[src/rtl/sphs_pkg.sv]
// constants and carrier types for the solenoid peak/hold status controller
package sphs_pkg;

  // ---------------------------------------------------------------
  // clock and timing
  // ---------------------------------------------------------------
  localparam int unsigned SPHS_CLK_HZ = 100_000_000;
  localparam int unsigned SPHS_CLK_PER_MS = SPHS_CLK_HZ / 1000;
  localparam int unsigned SPHS_BLANK_NS = 3000;
  // least time: round up
  localparam int unsigned SPHS_BLANK_CYCLES = (SPHS_BLANK_NS * (SPHS_CLK_HZ / 1_000_000) + 999) / 1000;
  localparam int unsigned SPHS_PEAK_TIME_MS = 50;
  localparam int unsigned SPHS_PEAK_CYCLES = SPHS_PEAK_TIME_MS * SPHS_CLK_PER_MS;
  localparam int unsigned SPHS_STARTUP_MS = 2;
  localparam int unsigned SPHS_STARTUP_CYCLES = SPHS_STARTUP_MS * SPHS_CLK_PER_MS;
  localparam int unsigned SPHS_PWM_PERIOD_US = 40;
  localparam int unsigned SPHS_PWM_PERIOD_CYCLES = SPHS_PWM_PERIOD_US * (SPHS_CLK_HZ / 1_000_000);
  localparam int unsigned SPHS_SLOW_OSC_HZ = 2048;
  localparam int unsigned SPHS_SLOW_DIV = SPHS_CLK_HZ / SPHS_SLOW_OSC_HZ;
  localparam int unsigned SPHS_SLOW_PRESCALE = 64;
  localparam int unsigned SPHS_BLINK_HZ = 1;
  // delay line with inverted feedback: period is twice its length in ticks
  localparam int unsigned SPHS_BLINK_STAGES =
    (SPHS_SLOW_OSC_HZ / SPHS_SLOW_PRESCALE) / (2 * SPHS_BLINK_HZ);

  // ---------------------------------------------------------------
  // widths and reference table
  // ---------------------------------------------------------------
  localparam int unsigned SPHS_NUM_SOL = 2;
  localparam int unsigned SPHS_REF_W = 8;
  localparam int unsigned SPHS_TBL_DEPTH = 16;
  localparam int unsigned SPHS_IDX_W = 4;
  localparam int unsigned SPHS_PER_W = 12;
  localparam int unsigned SPHS_PRE_W = 6;
  // codes 218 and 196 give 864 mV and 160 mV for the first solenoid
  localparam logic [SPHS_REF_W-1:0] SPHS_REF_INIT [0:SPHS_TBL_DEPTH-1] = '{
    8'hFE, 8'hC3, 8'h00, 8'h00, 8'h00, 8'h00, 8'h00, 8'h00,
    8'hDA, 8'hC4, 8'h00, 8'h00, 8'h00, 8'h00, 8'h00, 8'h00};
  // peak entry per solenoid; the hold entry is the next one
  localparam logic [SPHS_IDX_W-1:0] SPHS_PEAK_IDX [0:SPHS_NUM_SOL-1] = '{4'h8, 4'h0};
  localparam logic [SPHS_IDX_W-1:0] SPHS_IDX_STEP = 4'h1;

  // ---------------------------------------------------------------
  // types
  // ---------------------------------------------------------------
  typedef enum logic [3:0] {
    SPHS_ST_IDLE  = 4'h1,
    SPHS_ST_BLANK = 4'h2,
    SPHS_ST_ON    = 4'h4,
    SPHS_ST_OFF   = 4'h8
  } sphs_state_t;

  typedef struct packed {
    logic drive;
    logic driver_on;
    logic ref_hold;
    logic [SPHS_REF_W-1:0] ref_code;
    logic green_led;
    logic red_led;
    logic fault_pin_o;
    logic fault_pin_oe_n;
  } sphs_sol_out_t;

  typedef struct packed {
    logic wr_en;
    logic [SPHS_IDX_W-1:0] addr;
    logic [SPHS_REF_W-1:0] data;
  } sphs_tbl_wr_t;

endpackage : sphs_pkg

[src/rtl/sphs_ctrl.sv]
// solenoid peak/hold controller: chopped drive, reference switch, status and fault pins
// What this block does
// 1 Hz indicator square wave is divided from the slow oscillator by a delay line.
// each driver fault flag is registered before reaching its pin.
// fault pins are open-drain; status indicator outputs are push-pull.
// green off while the command is low, steadily on while active without fault.
// green blinks at 1 Hz while the command is high and the solenoid reports a fault.
// red indicator is on exactly while a fault is present.
// peak regulation lasts 50 ms, then a pulse switches to the hold reference.
// reference codes of the first solenoid select 864 mV for peak and 160 mV for hold.
// drive stays high for 3 us blanking, then only until the comparator trips.
// comparator already tripped at blanking end gives the minimum on-time.
// reference table stays writable by the external controller through its port.
// peak-time pulse advances the reference selector from peak to hold entry.
// command low switches the generator and driver off at once.
// after a trip the drive stays low until the next period starts.
`timescale 1ns/1ps
module sphs_ctrl
  import sphs_pkg::*;
#(
  parameter int unsigned PEAK_CYCLES = SPHS_PEAK_CYCLES,
  parameter int unsigned STARTUP_CYCLES = SPHS_STARTUP_CYCLES,
  parameter int unsigned SLOW_DIV = SPHS_SLOW_DIV
)
(
  // clock and reset
  input wire logic ref_clk,
  input wire logic rst_n,
  // solenoid commands, comparator trips and driver faults
  input wire logic [SPHS_NUM_SOL-1:0] sol_cmd,
  input wire logic [SPHS_NUM_SOL-1:0] current_trip,
  input wire logic [SPHS_NUM_SOL-1:0] drv_fault,
  // reference table write port from the serial register block
  input wire sphs_tbl_wr_t tbl_wr,
  // per-solenoid outputs and the ready flag
  output sphs_sol_out_t [SPHS_NUM_SOL-1:0] sol_out,
  output logic ready
);

  localparam int unsigned PK_W = $clog2(PEAK_CYCLES + 1);
  localparam int unsigned SU_W = $clog2(STARTUP_CYCLES + 1);
  localparam int unsigned SD_W = $clog2(SLOW_DIV + 1);
  localparam logic [PK_W-1:0] PK_LAST = PK_W'(PEAK_CYCLES - 1);
  localparam logic [SU_W-1:0] SU_LAST = SU_W'(STARTUP_CYCLES - 1);
  localparam logic [SD_W-1:0] SD_LAST = SD_W'(SLOW_DIV - 1);
  localparam logic [SPHS_PER_W-1:0] PER_LAST = SPHS_PER_W'(SPHS_PWM_PERIOD_CYCLES - 1);
  localparam logic [SPHS_PER_W-1:0] BLANK_LAST = SPHS_PER_W'(SPHS_BLANK_CYCLES - 1);
  localparam logic [SPHS_PRE_W-1:0] PRE_LAST = SPHS_PRE_W'(SPHS_SLOW_PRESCALE - 1);

  // ---------------------------------------------------------------
  // start-up delay after reset
  // ---------------------------------------------------------------
  logic [SU_W-1:0] su_cnt_ff;
  logic ready_ff;

  // drive and driver-on outputs stay quiet until supplies and the charge pump have settled
  always_ff @(posedge ref_clk or negedge rst_n)
  begin
    if (!rst_n)
    begin
      su_cnt_ff <= '0;
      ready_ff <= 1'b0;
    end
    else if (!ready_ff)
    begin
      su_cnt_ff <= su_cnt_ff + 1'b1;
      ready_ff <= (su_cnt_ff == SU_LAST);
    end
  end

  assign ready = ready_ff;

  // ---------------------------------------------------------------
  // slow oscillator and 1 Hz blink
  // ---------------------------------------------------------------
  logic [SD_W-1:0] slow_cnt_ff;
  logic slow_tick_ff;
  logic [SPHS_PRE_W-1:0] pre_cnt_ff;
  logic [SPHS_BLINK_STAGES-1:0] blink_line_ff;
  logic blink_step;

  always_ff @(posedge ref_clk or negedge rst_n)
  begin
    if (!rst_n)
    begin
      slow_cnt_ff <= '0;
      slow_tick_ff <= 1'b0;
    end
    else
    begin
      slow_cnt_ff <= (slow_cnt_ff == SD_LAST) ? '0 : slow_cnt_ff + 1'b1;
      slow_tick_ff <= (slow_cnt_ff == SD_LAST);
    end
  end

  always_ff @(posedge ref_clk or negedge rst_n)
  begin
    if (!rst_n)
      pre_cnt_ff <= '0;
    else if (slow_tick_ff)
      pre_cnt_ff <= pre_cnt_ff + 1'b1;
  end

  assign blink_step = slow_tick_ff && (pre_cnt_ff == PRE_LAST);

  // inverted-feedback delay line: the last tap toggles every length of ticks
  always_ff @(posedge ref_clk or negedge rst_n)
  begin
    if (!rst_n)
      blink_line_ff <= '0;
    else if (blink_step)
      blink_line_ff <= {blink_line_ff[SPHS_BLINK_STAGES-2:0],
                        ~blink_line_ff[SPHS_BLINK_STAGES-1]};
  end

  // ---------------------------------------------------------------
  // reference table
  // ---------------------------------------------------------------
  logic [SPHS_REF_W-1:0] tbl_ff [0:SPHS_TBL_DEPTH-1];

  always_ff @(posedge ref_clk or negedge rst_n)
  begin
    if (!rst_n)
    begin
      for (int k = 0; k < SPHS_TBL_DEPTH; k++)
        tbl_ff[k] <= SPHS_REF_INIT[k];
    end
    else if (tbl_wr.wr_en)
      tbl_ff[tbl_wr.addr] <= tbl_wr.data;
  end

  // ---------------------------------------------------------------
  // per-solenoid channels
  // ---------------------------------------------------------------
  for (genvar i = 0; i < SPHS_NUM_SOL; i++)
  begin : g_sol
    sphs_state_t state_ff;
    sphs_state_t nxt_state;
    logic [SPHS_PER_W-1:0] per_cnt_ff;
    logic [PK_W-1:0] pk_cnt_ff;
    logic pk_pulse_ff;
    logic hold_ff;
    logic drive_ff;
    logic on_ff;
    logic [SPHS_REF_W-1:0] ref_ff;
    logic fault_ff;
    logic green_ff;
    logic red_ff;
    logic oe_n_ff;
    logic pin_o_ff;
    logic active;
    logic per_end;

    assign active = sol_cmd[i] && ready_ff;
    assign per_end = (per_cnt_ff == PER_LAST);

    always_comb
    begin
      nxt_state = state_ff;
      if (!active)
        nxt_state = SPHS_ST_IDLE;
      else
      begin
        case (state_ff)
          SPHS_ST_IDLE: nxt_state = SPHS_ST_BLANK;
          SPHS_ST_BLANK:
          begin
            if (per_cnt_ff == BLANK_LAST)
              nxt_state = current_trip[i] ? SPHS_ST_OFF : SPHS_ST_ON;
          end
          SPHS_ST_ON:
          begin
            if (per_end)
              nxt_state = SPHS_ST_BLANK;
            else if (current_trip[i])
              nxt_state = SPHS_ST_OFF;
          end
          SPHS_ST_OFF:
          begin
            if (per_end)
              nxt_state = SPHS_ST_BLANK;
          end
          default: nxt_state = SPHS_ST_IDLE;
        endcase
      end
    end

    always_ff @(posedge ref_clk or negedge rst_n)
    begin
      if (!rst_n)
        state_ff <= SPHS_ST_IDLE;
      else
        state_ff <= nxt_state;
    end

    // period counter restarts on every activation
    always_ff @(posedge ref_clk or negedge rst_n)
    begin
      if (!rst_n)
        per_cnt_ff <= '0;
      else if (state_ff == SPHS_ST_IDLE || nxt_state == SPHS_ST_IDLE || per_end)
        per_cnt_ff <= '0;
      else
        per_cnt_ff <= per_cnt_ff + 1'b1;
    end

    // drive follows the next state so a release or trip costs no extra cycle
    always_ff @(posedge ref_clk or negedge rst_n)
    begin
      if (!rst_n)
      begin
        drive_ff <= 1'b0;
        on_ff <= 1'b0;
      end
      else
      begin
        drive_ff <= (nxt_state == SPHS_ST_BLANK) || (nxt_state == SPHS_ST_ON);
        on_ff <= active;
      end
    end

    // peak-time delay: one pulse after the peak interval
    always_ff @(posedge ref_clk or negedge rst_n)
    begin
      if (!rst_n)
      begin
        pk_cnt_ff <= '0;
        pk_pulse_ff <= 1'b0;
      end
      else if (!active)
      begin
        pk_cnt_ff <= '0;
        pk_pulse_ff <= 1'b0;
      end
      else
      begin
        if (pk_cnt_ff != PK_LAST)
          pk_cnt_ff <= pk_cnt_ff + 1'b1;
        pk_pulse_ff <= (pk_cnt_ff == PK_LAST) && !hold_ff && !pk_pulse_ff;
      end
    end

    // reference selector advances one entry on the pulse
    always_ff @(posedge ref_clk or negedge rst_n)
    begin
      if (!rst_n)
        hold_ff <= 1'b0;
      else if (!active)
        hold_ff <= 1'b0;
      else if (pk_pulse_ff)
        hold_ff <= 1'b1;
    end

    always_ff @(posedge ref_clk or negedge rst_n)
    begin
      if (!rst_n)
        ref_ff <= '0;
      else
        ref_ff <= tbl_ff[hold_ff ? SPHS_PEAK_IDX[i] + SPHS_IDX_STEP : SPHS_PEAK_IDX[i]];
    end

    // fault path: registered so a glitch on the flag never reaches a pin
    always_ff @(posedge ref_clk or negedge rst_n)
    begin
      if (!rst_n)
      begin
        fault_ff <= 1'b0;
        oe_n_ff <= 1'b1;
        pin_o_ff <= 1'b0;
      end
      else
      begin
        fault_ff <= drv_fault[i];
        oe_n_ff <= ~drv_fault[i];
        pin_o_ff <= 1'b0;
      end
    end

    // indicators, push-pull
    always_ff @(posedge ref_clk or negedge rst_n)
    begin
      if (!rst_n)
      begin
        green_ff <= 1'b0;
        red_ff <= 1'b0;
      end
      else
      begin
        green_ff <= sol_cmd[i] && (!fault_ff || blink_line_ff[SPHS_BLINK_STAGES-1]);
        red_ff <= fault_ff;
      end
    end

    assign sol_out[i] = '{drive: drive_ff, driver_on: on_ff, ref_hold: hold_ff,
                          ref_code: ref_ff, green_led: green_ff, red_led: red_ff,
                          fault_pin_o: pin_o_ff, fault_pin_oe_n: oe_n_ff};
  end

endmodule : sphs_ctrl

[config.mk]
export PLATFORM = sky130hd
export DESIGN_NAME = sphs_ctrl
export DESIGN_NICKNAME = d
export VERILOG_FILES = /design/src/rtl/sphs_pkg.sv /design/src/rtl/sphs_ctrl.sv
export SDC_FILE = /design/constraint.sdc
export NUM_CORES = 1
export LEC_CHECK = 0
export BUFFER_PORTS_ARGS = -buffer_cell sky130_fd_sc_hd__buf_2
export CAP_MARGIN = 10
export CORE_UTILIZATION = 35
export CTS_BUF_LIST = sky130_fd_sc_hd__clkbuf_8
export DETAILED_ROUTE_END_ITERATION = 12
export GPL_TIMING_DRIVEN = 0
export PLACE_DENSITY_LB_ADDON = 0.05
export SETUP_SLACK_MARGIN = 0.1
export SYNTH_ARGS = -nofsm -noshare
export SYNTH_HDL_FRONTEND = slang
export SYNTH_SLANG_ARGS = --single-unit
[constraint.sdc]
create_clock -name ref_clk -period 2.35 [get_ports ref_clk]
set_input_delay 0.1175 -clock ref_clk [delete_from_list [all_inputs] [get_ports ref_clk]]
set_output_delay 0.1175 -clock ref_clk [all_outputs]
set_load 0.02 [all_outputs]
* Yosys cells after proc, flatten, opt, wreduce, memory -nomap -nowiden
Cells that the tools add are included.
** Operators by class
- Equal/unequal tests :: 29
- Divide/modulo/power cells :: 0
- Multipliers :: 0
- Add/subtract/negate cells :: 7
- Reduce and logical (&&, ||, !) cells :: 24
- Bitwise gates (word level) :: 6
- $lt $le $gt $ge :: 4
- Muxes and demuxes :: 39
- Shifts and indexed selects :: 0
** Operators by type and width (number)
- 128-bit bitwise mux :: 1
- 23-bit two-way mux :: 4
- 8-bit binary-select mux with 4-bit select :: 2
- 4-bit two-way mux :: 12
- 23-bit by 1-bit adder with 23-bit output, second input constant :: 2
- 23-bit equality test, second input constant :: 2
- 23-bit != test, second input constant :: 2
- 8-bit two-way mux :: 5
- 8-bit demux with 4-bit select :: 1
- 4-bit one-hot mux with 4 select lines :: 2
- 12-bit by 1-bit adder with 12-bit output, second input constant :: 2
- 12-bit equality test, second input constant :: 2
- 12-bit by 9-bit equality test with 1-bit output, second input constant :: 2
- 12-bit two-way mux :: 2
- 18-bit by 1-bit adder with 18-bit output, second input constant :: 1
- 18-bit equality test, second input constant :: 1
- 16-bit by 1-bit adder with 16-bit output, second input constant :: 1
- 16-bit equality test, second input constant :: 1
- 4-bit by 1-bit equality test with 1-bit output, second input constant :: 4
- 4-bit by 2-bit equality test with 1-bit output, second input constant :: 4
- 4-bit by 3-bit equality test with 1-bit output, second input constant :: 4
- 16-bit two-way mux :: 1
- 5-bit >= comparator, second input constant :: 3
- 1-bit logical AND :: 10
- other kinds (12) :: 38
** Word-level totals
- Flip-flop bits (word level) :: 296
- Bits in writable memories :: 0
- Bits in latches :: 0
- ROM bits :: 0
- Memories :: 0
- Output and inout port bits :: 31
- Word-level logic and storage cells :: 155

* Logic depth before layout (Yosys ltp)
Gate-level depths: netlist of the first run.
- Depth in word-level cells :: 8
- Depth in mapped cells :: 7
- Gate-level depth less buffers :: 6

* Worst setup path after synthesis of the first run
OpenSTA, ideal clock, no wires.
- Kind :: reg2reg
- From :: reg g_sol[1].pk_cnt_ff[0]
- To :: reg g_sol[1].pk_cnt_ff[1]
- Arrival time :: 1.710 ns
- Required time :: 2.218 ns
- Setup slack :: 0.508 ns
- Cell stages (with the launch flop) :: 8
- Buffers on the path :: 1
- Cell sequence :: dfrtp_1 ha_1 and3_1 nand3_1 or4b_1 buf_2 mux2i_1 nor2_1
** Between the ends
- Longest elaborated chain between the ends :: 3
** Ends and longest elaborated chain
- start, declared :: RTL line sphs_ctrl.sv:140 : logic [PK_W-1:0] pk_cnt_ff;
- start signal, assigned :: RTL line sphs_ctrl.sv:238 : pk_cnt_ff <= pk_cnt_ff + 1'b1;
- 23-bit by 1-bit adder with 23-bit output :: RTL line sphs_ctrl.sv:238
- 23-bit two-way mux :: RTL line sphs_ctrl.sv:237 : if (pk_cnt_ff != PK_LAST)
- 23-bit two-way mux :: RTL line sphs_ctrl.sv:230 : else if (!active)
Several ways; a longest one is shown, not always the timed one. The select of a mux whose other input is x is not followed.
A chain may end at the register's enable or synchronous reset.

* Worst setup path after layout of the first run
- From :: reg g_sol[0].per_cnt_ff[0]
- To :: reg g_sol[0].per_cnt_ff[10]
** Between the ends
- Longest elaborated chain between the ends :: 8
** Ends and longest elaborated chain
- start, declared :: RTL line sphs_ctrl.sv:139 : logic [SPHS_PER_W-1:0] per_cnt_ff;
- start signal, assigned :: RTL line sphs_ctrl.sv:204 : per_cnt_ff <= per_cnt_ff + 1'b1;
- 12-bit equality test or 12-bit by 9-bit equality test with 1-bit output (tied branches) :: RTL line sphs_ctrl.sv:155, sphs_ctrl.sv:168
- 4-bit two-way mux (on tied branches) :: RTL line sphs_ctrl.sv:180, sphs_ctrl.sv:168, sphs_ctrl.sv:173
- 4-bit one-hot mux with 4 select lines :: RTL line sphs_ctrl.sv:164 : case (state_ff)
- 4-bit two-way mux :: RTL line sphs_ctrl.sv:160 : if (!active)
- 4-bit by 1-bit equality test with 1-bit output :: RTL line sphs_ctrl.sv:201 : else if (state_ff == SPHS_ST_IDLE || nxt_state == SPHS_ST_IDLE || per_end)
- 1-bit logical OR (2 in series) :: RTL line sphs_ctrl.sv:201
- 12-bit two-way mux * :: RTL line sphs_ctrl.sv:201
Mark *: on every way between the ends. The rest lies on a longest branch, timed or not.

==> metrics.md, run 1 <==
| Metric | Value |
|---|---|
| Seq/Total Area, Yosys | `around 57%` |
| Hpwl dp | `approximately 11 mm` |
| Clock transition at path regs | `0.11 ns` |
| Cell Area, Synth | `8790 um2` |
| Register area | `5030 um2` |
| Relative slew slack | `36.7%` |
| Pin count of the biggest net entering global routing | `124` |
| Yosys reg bits | `200` |
| Area occupied by multi-input gates | `3550 um2` |
| Final std cells w/o fill | `1183` |
| Skew-Pair Late Insertion Delay | `0.46 ns` |
| Port Buffers | `49` |
| Pwr dens | `643 nW/um2` |
| Max-slew violations | `0` |
| Area grow syn2layout | `14.4%` |
| Fmax | `~480 MHz` |
| Io pins | `52` |
| Synth Flop Type | `dfrtp_1` |
| Full die area | `around 26000 um2` |
| Post-route ant nets | `0` |
| Clock Skew | `0.0148 ns` |
| CTS tree | `yes` |
| Clock root buffer | `clkbuf_8` |
| Fin crit share | `88.2%` |
| Number of synthesis warnings | `0` |
| Final RePlAce weighted congestion | `0.772` |
| EDFF count, synth | `0` |
| Delay of the slowest critical-path stage | `0.60 ns` |
| Worst Hold Class | `input port to flop` |
| H-tree levels | `4` |
| Initial antenna violation count | `0` |
| FILL cells | `2348` |
| RSZ-0062 raised after global routing | `no` |
| Area of placed instances | `9490 um2` |
| Vias per cell | `4.82` |
| Fraction of layout cells with a size suffix above 1 | `about a quarter` |
| Tot Pwr | `~6500 uW` |
| Initial cell density of the core | `36.0%` |
| Slowest cell on the critical path | `or4_1` |
| Final WS setup | `around 0.28 ns` |
| Die Ht | `161 um` |
| Status | `finished clean` |
| DR WL/cell | `around 14 um` |
| CTS Buffer Depth | `2` |
| Leak | `between 0.004 and 0.005 uW` |
| Least-Margin Pin Slew | `0.941 ns` |
| Global-route wire length before repair | `28.3 mm` |
| Peak supply drop | `about 0.00041 V` |
| Placement Setup Slack | `0.122 ns` |
| Endpoints failing setup | `0` |
| Total grt overflow | `0` |
| Worst Path Max Fanout | `10` |
| Residual DRC | `0` |
| Std cell rows | `57` |
| CTS buffer count | `17` |
| Initial DRC Count | `253` |
| Routed vias | `5704` |
| CP Launch Type | `flop` |
| Final Net Count | `874` |
| Core ar. | `around 24000 um2` |
| Post-Syn Area per Cell | `11.6 um2` |
| Leading cell type in the layout, fill and taps excluded | `dfrtp_1` |
| Num Clock Sinks | `200` |
| Final hold violations | `0` |
| Async SR Flop Fraction | `100%` |
| Width of the die | `161 um` |
| Post-route cell area | `10100 um2` |
| Tmin final | `2.07 ns` |
| Setup CP Type | `flop to flop` |
| Final core area utilization | `between 40% and 50%` |
| Ant. Diodes | `0` |
| Worst setup EP type | `flop` |
| WP data required | `2.70 ns` |
| Vias in the first global route | `5759` |
| Commonest non-fill, non-tap cells in the layout | `177 x dfrtp_1, 102 x nor2_1, 65 x mux2_2` |
| Critical Path, Cell by Cell | `ha_2 -> nand4_1 -> or4_1 -> o41ai_1 -> or2_1 -> buf_6 -> nor2_1` |
| All-Layer GR Usage | `approximately 14%` |
| Critical path arrival | `2.42 ns` |
| DRT Wirelength | `16.5 mm` |
| First-pass DRT Iterations | `4` |
| Gate count after technology mapping | `760` |
| Placed insts | `1135` |
| Unique masters post-synth | `58` |
| MaxCap Viol Count | `0` |
## sequential cells by signal (all words and copies together), names as in the netlist, 6 cells and up
name / cells
g_sol.ref_ff: 16
slow_cnt_ff: 16
g_sol.state_ff: 8
g_sol.per_cnt_ff: 24
blink_line_ff: 16
pre_cnt_ff: 6
su_cnt_ff: 18
g_sol.pk_cnt_ff: 46
tbl_ff: 32
## timing repair
action,4_1_cts,5_1_grt
endpoints found under the hold margin,111,0
pin swaps,0,1
buffers inserted,0,1
gates resized for setup,1,3
hold buffers,15,0
setup endpoints to repair,1,17
## critical path: cells and delay by family, from the launching register on
| kind | cells | cell delay (ns) |
|---|---|---|
| and+or+nand+nor | 4 | 1.03 |
| AOI/OAI and AO/OA | 1 | 0.12 |
| adders and majority gates | 1 | 0.23 |
| buffers and inverters | 1 | 0.15 |
| DFF | 1 | 0.41 |
## path summary, 6_finish.rpt
kind | startpoint | end | slack [ns] | cells after the start
hold reg to reg | g_sol[0].fault_ff$_DFF_PN0_ | g_sol[0].red_ff$_DFF_PN0_ | 0.37 | 0
max in group asynchronous | rst_n | blink_line_ff[4]$_DFFE_PN0P_ | 1.08 | 3
hold / removal | tbl_wr[8] | tbl_ff[125]$_DFFE_PN1P_ | 0.18 | 3
setup / recovery | g_sol[0].per_cnt_ff[0]$_DFF_PN0_ | g_sol[0].per_cnt_ff[10]$_DFF_PN0_ | 0.28 | 7
setup reg to reg | g_sol[0].per_cnt_ff[0]$_DFF_PN0_ | g_sol[0].per_cnt_ff[10]$_DFF_PN0_ | 0.28 | 7
min in group asynchronous | rst_n | su_cnt_ff[8]$_DFFE_PN0N_ | 0.21 | 2
## final cells by class
| cell class | instances | share of cell area, % |
|---|---|---|
| Timing Repair Buffer | 66 | 4.38 |
| Inverter | 15 | 0.560 |
| Multi-Input combinational cell | 518 | 35.3 |
| Clock inverter | 13 | 1.33 |
| Clock buffer | 19 | 2.60 |
| Sequential cell | 200 | 50.1 |
| Buffer | 28 | 1.74 |
| Tap cell | 324 | 4.03 |
## per-layer routing
metal | up-vias | GRT usage, % | share of wire [%]
met4 | 0 | 3.85 | 0.89
li1 | 2794 | - | -
met1 | 2843 | 17.8 | 48
met2 | 56 | 22.4 | 49
met5 | - | 0 | 0
met3 | 11 | 3.15 | 2.4
## stage by stage
stage                     TNS, ns  hold WS (ns)
after global placement    -407.34         0.244
after detailed placement        0         0.135
after floorplan                 0        -0.178
after CTS                       0         0.129
final                           0         0.177
after global routing            0         0.134
## cells by family (layout without fill, tap and decap cells)
| kind of cell | Yosys count | in the layout | share of synthesized area [%] |
|---|---|---|---|
| other | 1 | 2 | 0.0426 |
| AOI/OAI and AO/OA | 40 | 40 | 2.92 |
| and+or+nand+nor | 310 | 310 | 18.5 |
| buffers and inverters | 43 | 141 | 2.63 |
| DFF | 200 | 200 | 57.2 |
| xor gates and xnor gates | 91 | 91 | 9.06 |
| adders and majority gates | 7 | 7 | 0.996 |
| muxes | 68 | 68 | 8.66 |
## power breakdown
part	total, uW	internal, uW	leakage (uW)	switching, uW
Clock	2200	930	0.000198	1270
Combinational	496	232	0.00151	264
Sequential	3770	3690	0.00263	81.0
## Yosys cell counts, drive strengths merged (11+ instances only)
cell type  instances  area share, %
inv               15           0.64
o21ai             11           0.67
nor2             103            4.4
xor2              44            4.4
nor3              12           0.74
nand3             39            2.2
mux2              65            8.3
nand4             29            2.1
and3              15            1.1
nand2             40            1.7
dfstp             23            6.9
xnor2             47            4.7
dfrtp            177             50
nor4              16            1.4
buf               20            1.6
Note: power is estimated with default switching activity, not from simulation.
==> inputs of run 2 (changes only) <==
==> constraint.sdc (replaced) <==
create_clock -name ref_clk -period 2.4 [get_ports ref_clk]
set_input_delay 0.12 -clock ref_clk [delete_from_list [all_inputs] [get_ports ref_clk]]
set_output_delay 0.12 -clock ref_clk [all_outputs]
set_load 0.02 [all_outputs]
==> run 2 against run 1 <==
Effect of this change:
- clock skew increased by 0.00065 ns
- power decreased by 2.0%
- first-iteration DRC count increased by 1.6%
- die area unchanged
- register-to-register slack improved by 0.02 ns
- core utilization decreased by 0.051 points
- sequential share of layout area increased by 0.062 points
- maximum frequency decreased by 1.3%
- worst setup slack improved by 0.023 ns
- combinational power decreased by 2%
- final cell count about the same
- via count about the same
==> metrics.md, run 2 (synthesized netlist as in run 1, its figures left out) <==
| Metric | Value |
|---|---|
| Status | `finished clean` |
| Ant. Diodes | `0 (unchanged)` |
| Final hold violations | `0 (unchanged)` |
| Total grt overflow | `0 (unchanged)` |
| Final Net Count | `873 (-0.11%)` |
| Global-route wire length before repair | `28.3 mm (about the same)` |
| Placement Setup Slack | `0.172 ns (+0.0500 ns)` |
| Width of the die | `161 um (unchanged)` |
| All-Layer GR Usage | `13.6% (about the same)` |
| Pin count of the biggest net entering global routing | `124 (unchanged)` |
| Skew-Pair Late Insertion Delay | `0.47 ns (about the same)` |
| Fmax | `476 MHz (-1.3%)` |
| Switch share | `25.1% (+0.080 points)` |
| Leak | `0.00433 uW (about the same)` |
| Endpoints failing setup | `0 (unchanged)` |
| Die Ht | `161 um (unchanged)` |
| Worst setup EP type | `flop` |
| Critical path arrival | `2.46 ns (+0.04 ns)` |
| Routed vias | `5699 (-0.088%)` |
| Reg2reg start | `g_sol[0].per_cnt_ff[0]$_DFF_PN0_` |
| Hold_ws | `0.173 ns (-0.00377 ns)` |
| Register area | `5030 um2 (unchanged)` |
| CP Launch Type | `flop` |
| Worst Path Max Fanout | `10 (unchanged)` |
| Port Buffers | `49 (unchanged)` |
| Clock group share of total power | `34.1% (about the same)` |
| DR WL/cell | `14.0 um (about the same)` |
| CTS Buffer Depth | `2 (unchanged)` |
| Tot Pwr | `6340 uW (-2.0%)` |
| Top flop regs | `g_sol.pk_cnt_ff x46, tbl_ff x32, g_sol.per_cnt_ff x24` |
| Core ar. | `24500 um2 (unchanged)` |
| Post-route ant nets | `0 (unchanged)` |
| Leading cell type in the layout, fill and taps excluded | `dfrtp_1` |
| Area grow syn2layout | `14.2%` |
| Clock Skew | `0.0155 ns (+0.000652 ns)` |
| Logic pwr share | `7.7% (about the same)` |
| Commonest non-fill, non-tap cells in the layout | `177 x dfrtp_1, 103 x nor2_1, 65 x mux2_2` |
| DRT Wirelength | `16.5 mm (-0.11%)` |
| Fin crit share | `87.5% (-0.72 points)` |
| Clock root buffer | `clkbuf_8` |
| Internal power | `4750 uW (-2.1%)` |
| First-pass DRT Iterations | `4 (unchanged)` |
| RR Endpoint | `g_sol[0].per_cnt_ff[10]$_DFF_PN0_` |
| H-tree levels | `4 (unchanged)` |
| Pwr dens | `631 nW/um2 (-1.9%)` |
| CTS tree | `yes` |
| Number of flip-flops in the largest register | `46 (unchanged)` |
| Reg2Reg Depth | `7 (unchanged)` |
| Post-CTS setup buffers | `0 (unchanged)` |
| Io pins | `52 (unchanged)` |
| Initial cell density of the core | `36.0% (unchanged)` |
| FILL cells | `2346 (-0.085%)` |
| Initial antenna violation count | `0 (unchanged)` |
| Critical path origin | `g_sol[0].per_cnt_ff[0]$_DFF_PN0_` |
| R2r setup slk | `0.30 ns (+0.02 ns)` |
| End of the critical path | `g_sol[0].per_cnt_ff[10]$_DFF_PN0_` |
| Final RePlAce weighted congestion | `0.772 (unchanged)` |
| Relative slew slack | `39.9% (+3.2 points)` |
| RSZ-0062 raised after global routing | `no` |
| CTS buffer count | `17 (unchanged)` |
| Max-slew violations | `0 (unchanged)` |
| Setup CP Type | `flop to flop` |
| Vias in the first global route | `5750 (-0.16%)` |
| Clock transition at path regs | `0.12 ns (about the same)` |
| Tmin final | `2.10 ns (+0.0269 ns)` |
| Std cell rows | `57 (unchanged)` |
| MaxCap Viol Count | `0 (unchanged)` |
| Full die area | `25800 um2 (unchanged)` |
| Sw Pwr | `1590 uW (-1.7%)` |
| Most flop-heavy register | `g_sol.pk_cnt_ff` |
| Worst Hold Class | `input port to flop` |
| Area occupied by multi-input gates | `3550 um2 (-0.14%)` |
| Residual DRC | `0 (unchanged)` |
| Num Clock Sinks | `200 (unchanged)` |
| Least-Margin Pin Slew | `0.893 ns (-0.0475 ns)` |
| Hpwl dp | `11.1 mm (unchanged)` |
| Peak supply drop | `0.000400 V (-2.1%)` |
| Initial DRC Count | `257 (+1.6%)` |
| Fraction of layout cells with a size suffix above 1 | `23.9% (-0.32 points)` |
| Final WS setup | `0.301 ns (+0.0231 ns)` |
| WP data required | `2.76 ns (+0.06 ns)` |
| Vias per cell | `4.82 (about the same)` |
| Part of the power in registers | `58.2% (about the same)` |
[run 2: metrics by stage]
stage / setup TNS [ns] / util, % / cell area (um2) / instances
2_1_floorplan: 0 / - / 8800 / 761
3_3_place_gp: -397.84 / 38.6 / 9450 / 1134
3_5_place_dp: 0 / 38.8 / 9490 / 1135
4_1_cts: 0 / 41.0 / 10000 / 1182
5_1_grt: 0 / 41.1 / 10000 / 1182
6_report: 0 / 41.1 / 10000 / 1182
[run 2: critical path, cell delays in order, from the launching register on]
cell and delay (ns):
dfrtp_1 0.41, ha_1 0.25, nand4_1 0.17, or4_1 0.60, o41ai_1 0.12, or2_1 0.23
buf_6 0.15, nor2_1 0.05
[run 2: how the worst min path moves through the flow]
stage / start / endpoint / slack [ns] / cells after the start
finish: tbl_wr[8] / tbl_ff[125]$_DFFE_PN1P_ / 0.17 / 3
CTS: tbl_wr[8] / tbl_ff[121]$_DFFE_PN1P_ / 0.13 / 3
global placement: drv_fault[1] / g_sol[1].fault_ff$_DFF_PN0_ / 0.25 / 1
detailed placement: rst_n / su_cnt_ff[8]$_DFFE_PN0N_ / 0.14 / 1
floorplan: rst_n / blink_line_ff[0]$_DFFE_PN0P_ / -0.18 / 0
global route: tbl_wr[8] / tbl_ff[121]$_DFFE_PN1P_ / 0.14 / 3
[run 2: metal layers]
metal / part of all wire, % / wire (um) / GRT usage (%)
met2: 49 / 8050 / 22.3
met4: 0.94 / 155 / 3.85
met1: 48 / 7850 / 17.8
met5: 0 / 0 / 0
met3: 2.8 / 464 / 3.15
[run 2: final cells by class]
cell class                 instances  area share [%]
clock inverter                    13            1.33
inverter                          15           0.561
clock buffer                      19            2.60
tap                              324            4.04
buffer                            28            1.74
multi-input combinational        518            35.3
sequential                       200            50.1
timing repair buffer              65            4.31
[run 2: power groups by stage]
stage               Sequential [uW]  Combinational (uW)  Clock, uW
global route                   3720                 531       2420
detailed placement             3760                 477          0
global placement               3750                 460          0
finish                         3690                 485       2160
CTS                            3700                 500       2270
floorplan                      3820                 194          0
[run 2: repair_timing]
item / CTS / global route
setup endpoints to repair: 0 / 7
hold buffers: 15 / 0
hold endpoints to repair: 110 / 0
resized for setup: 0 / 2
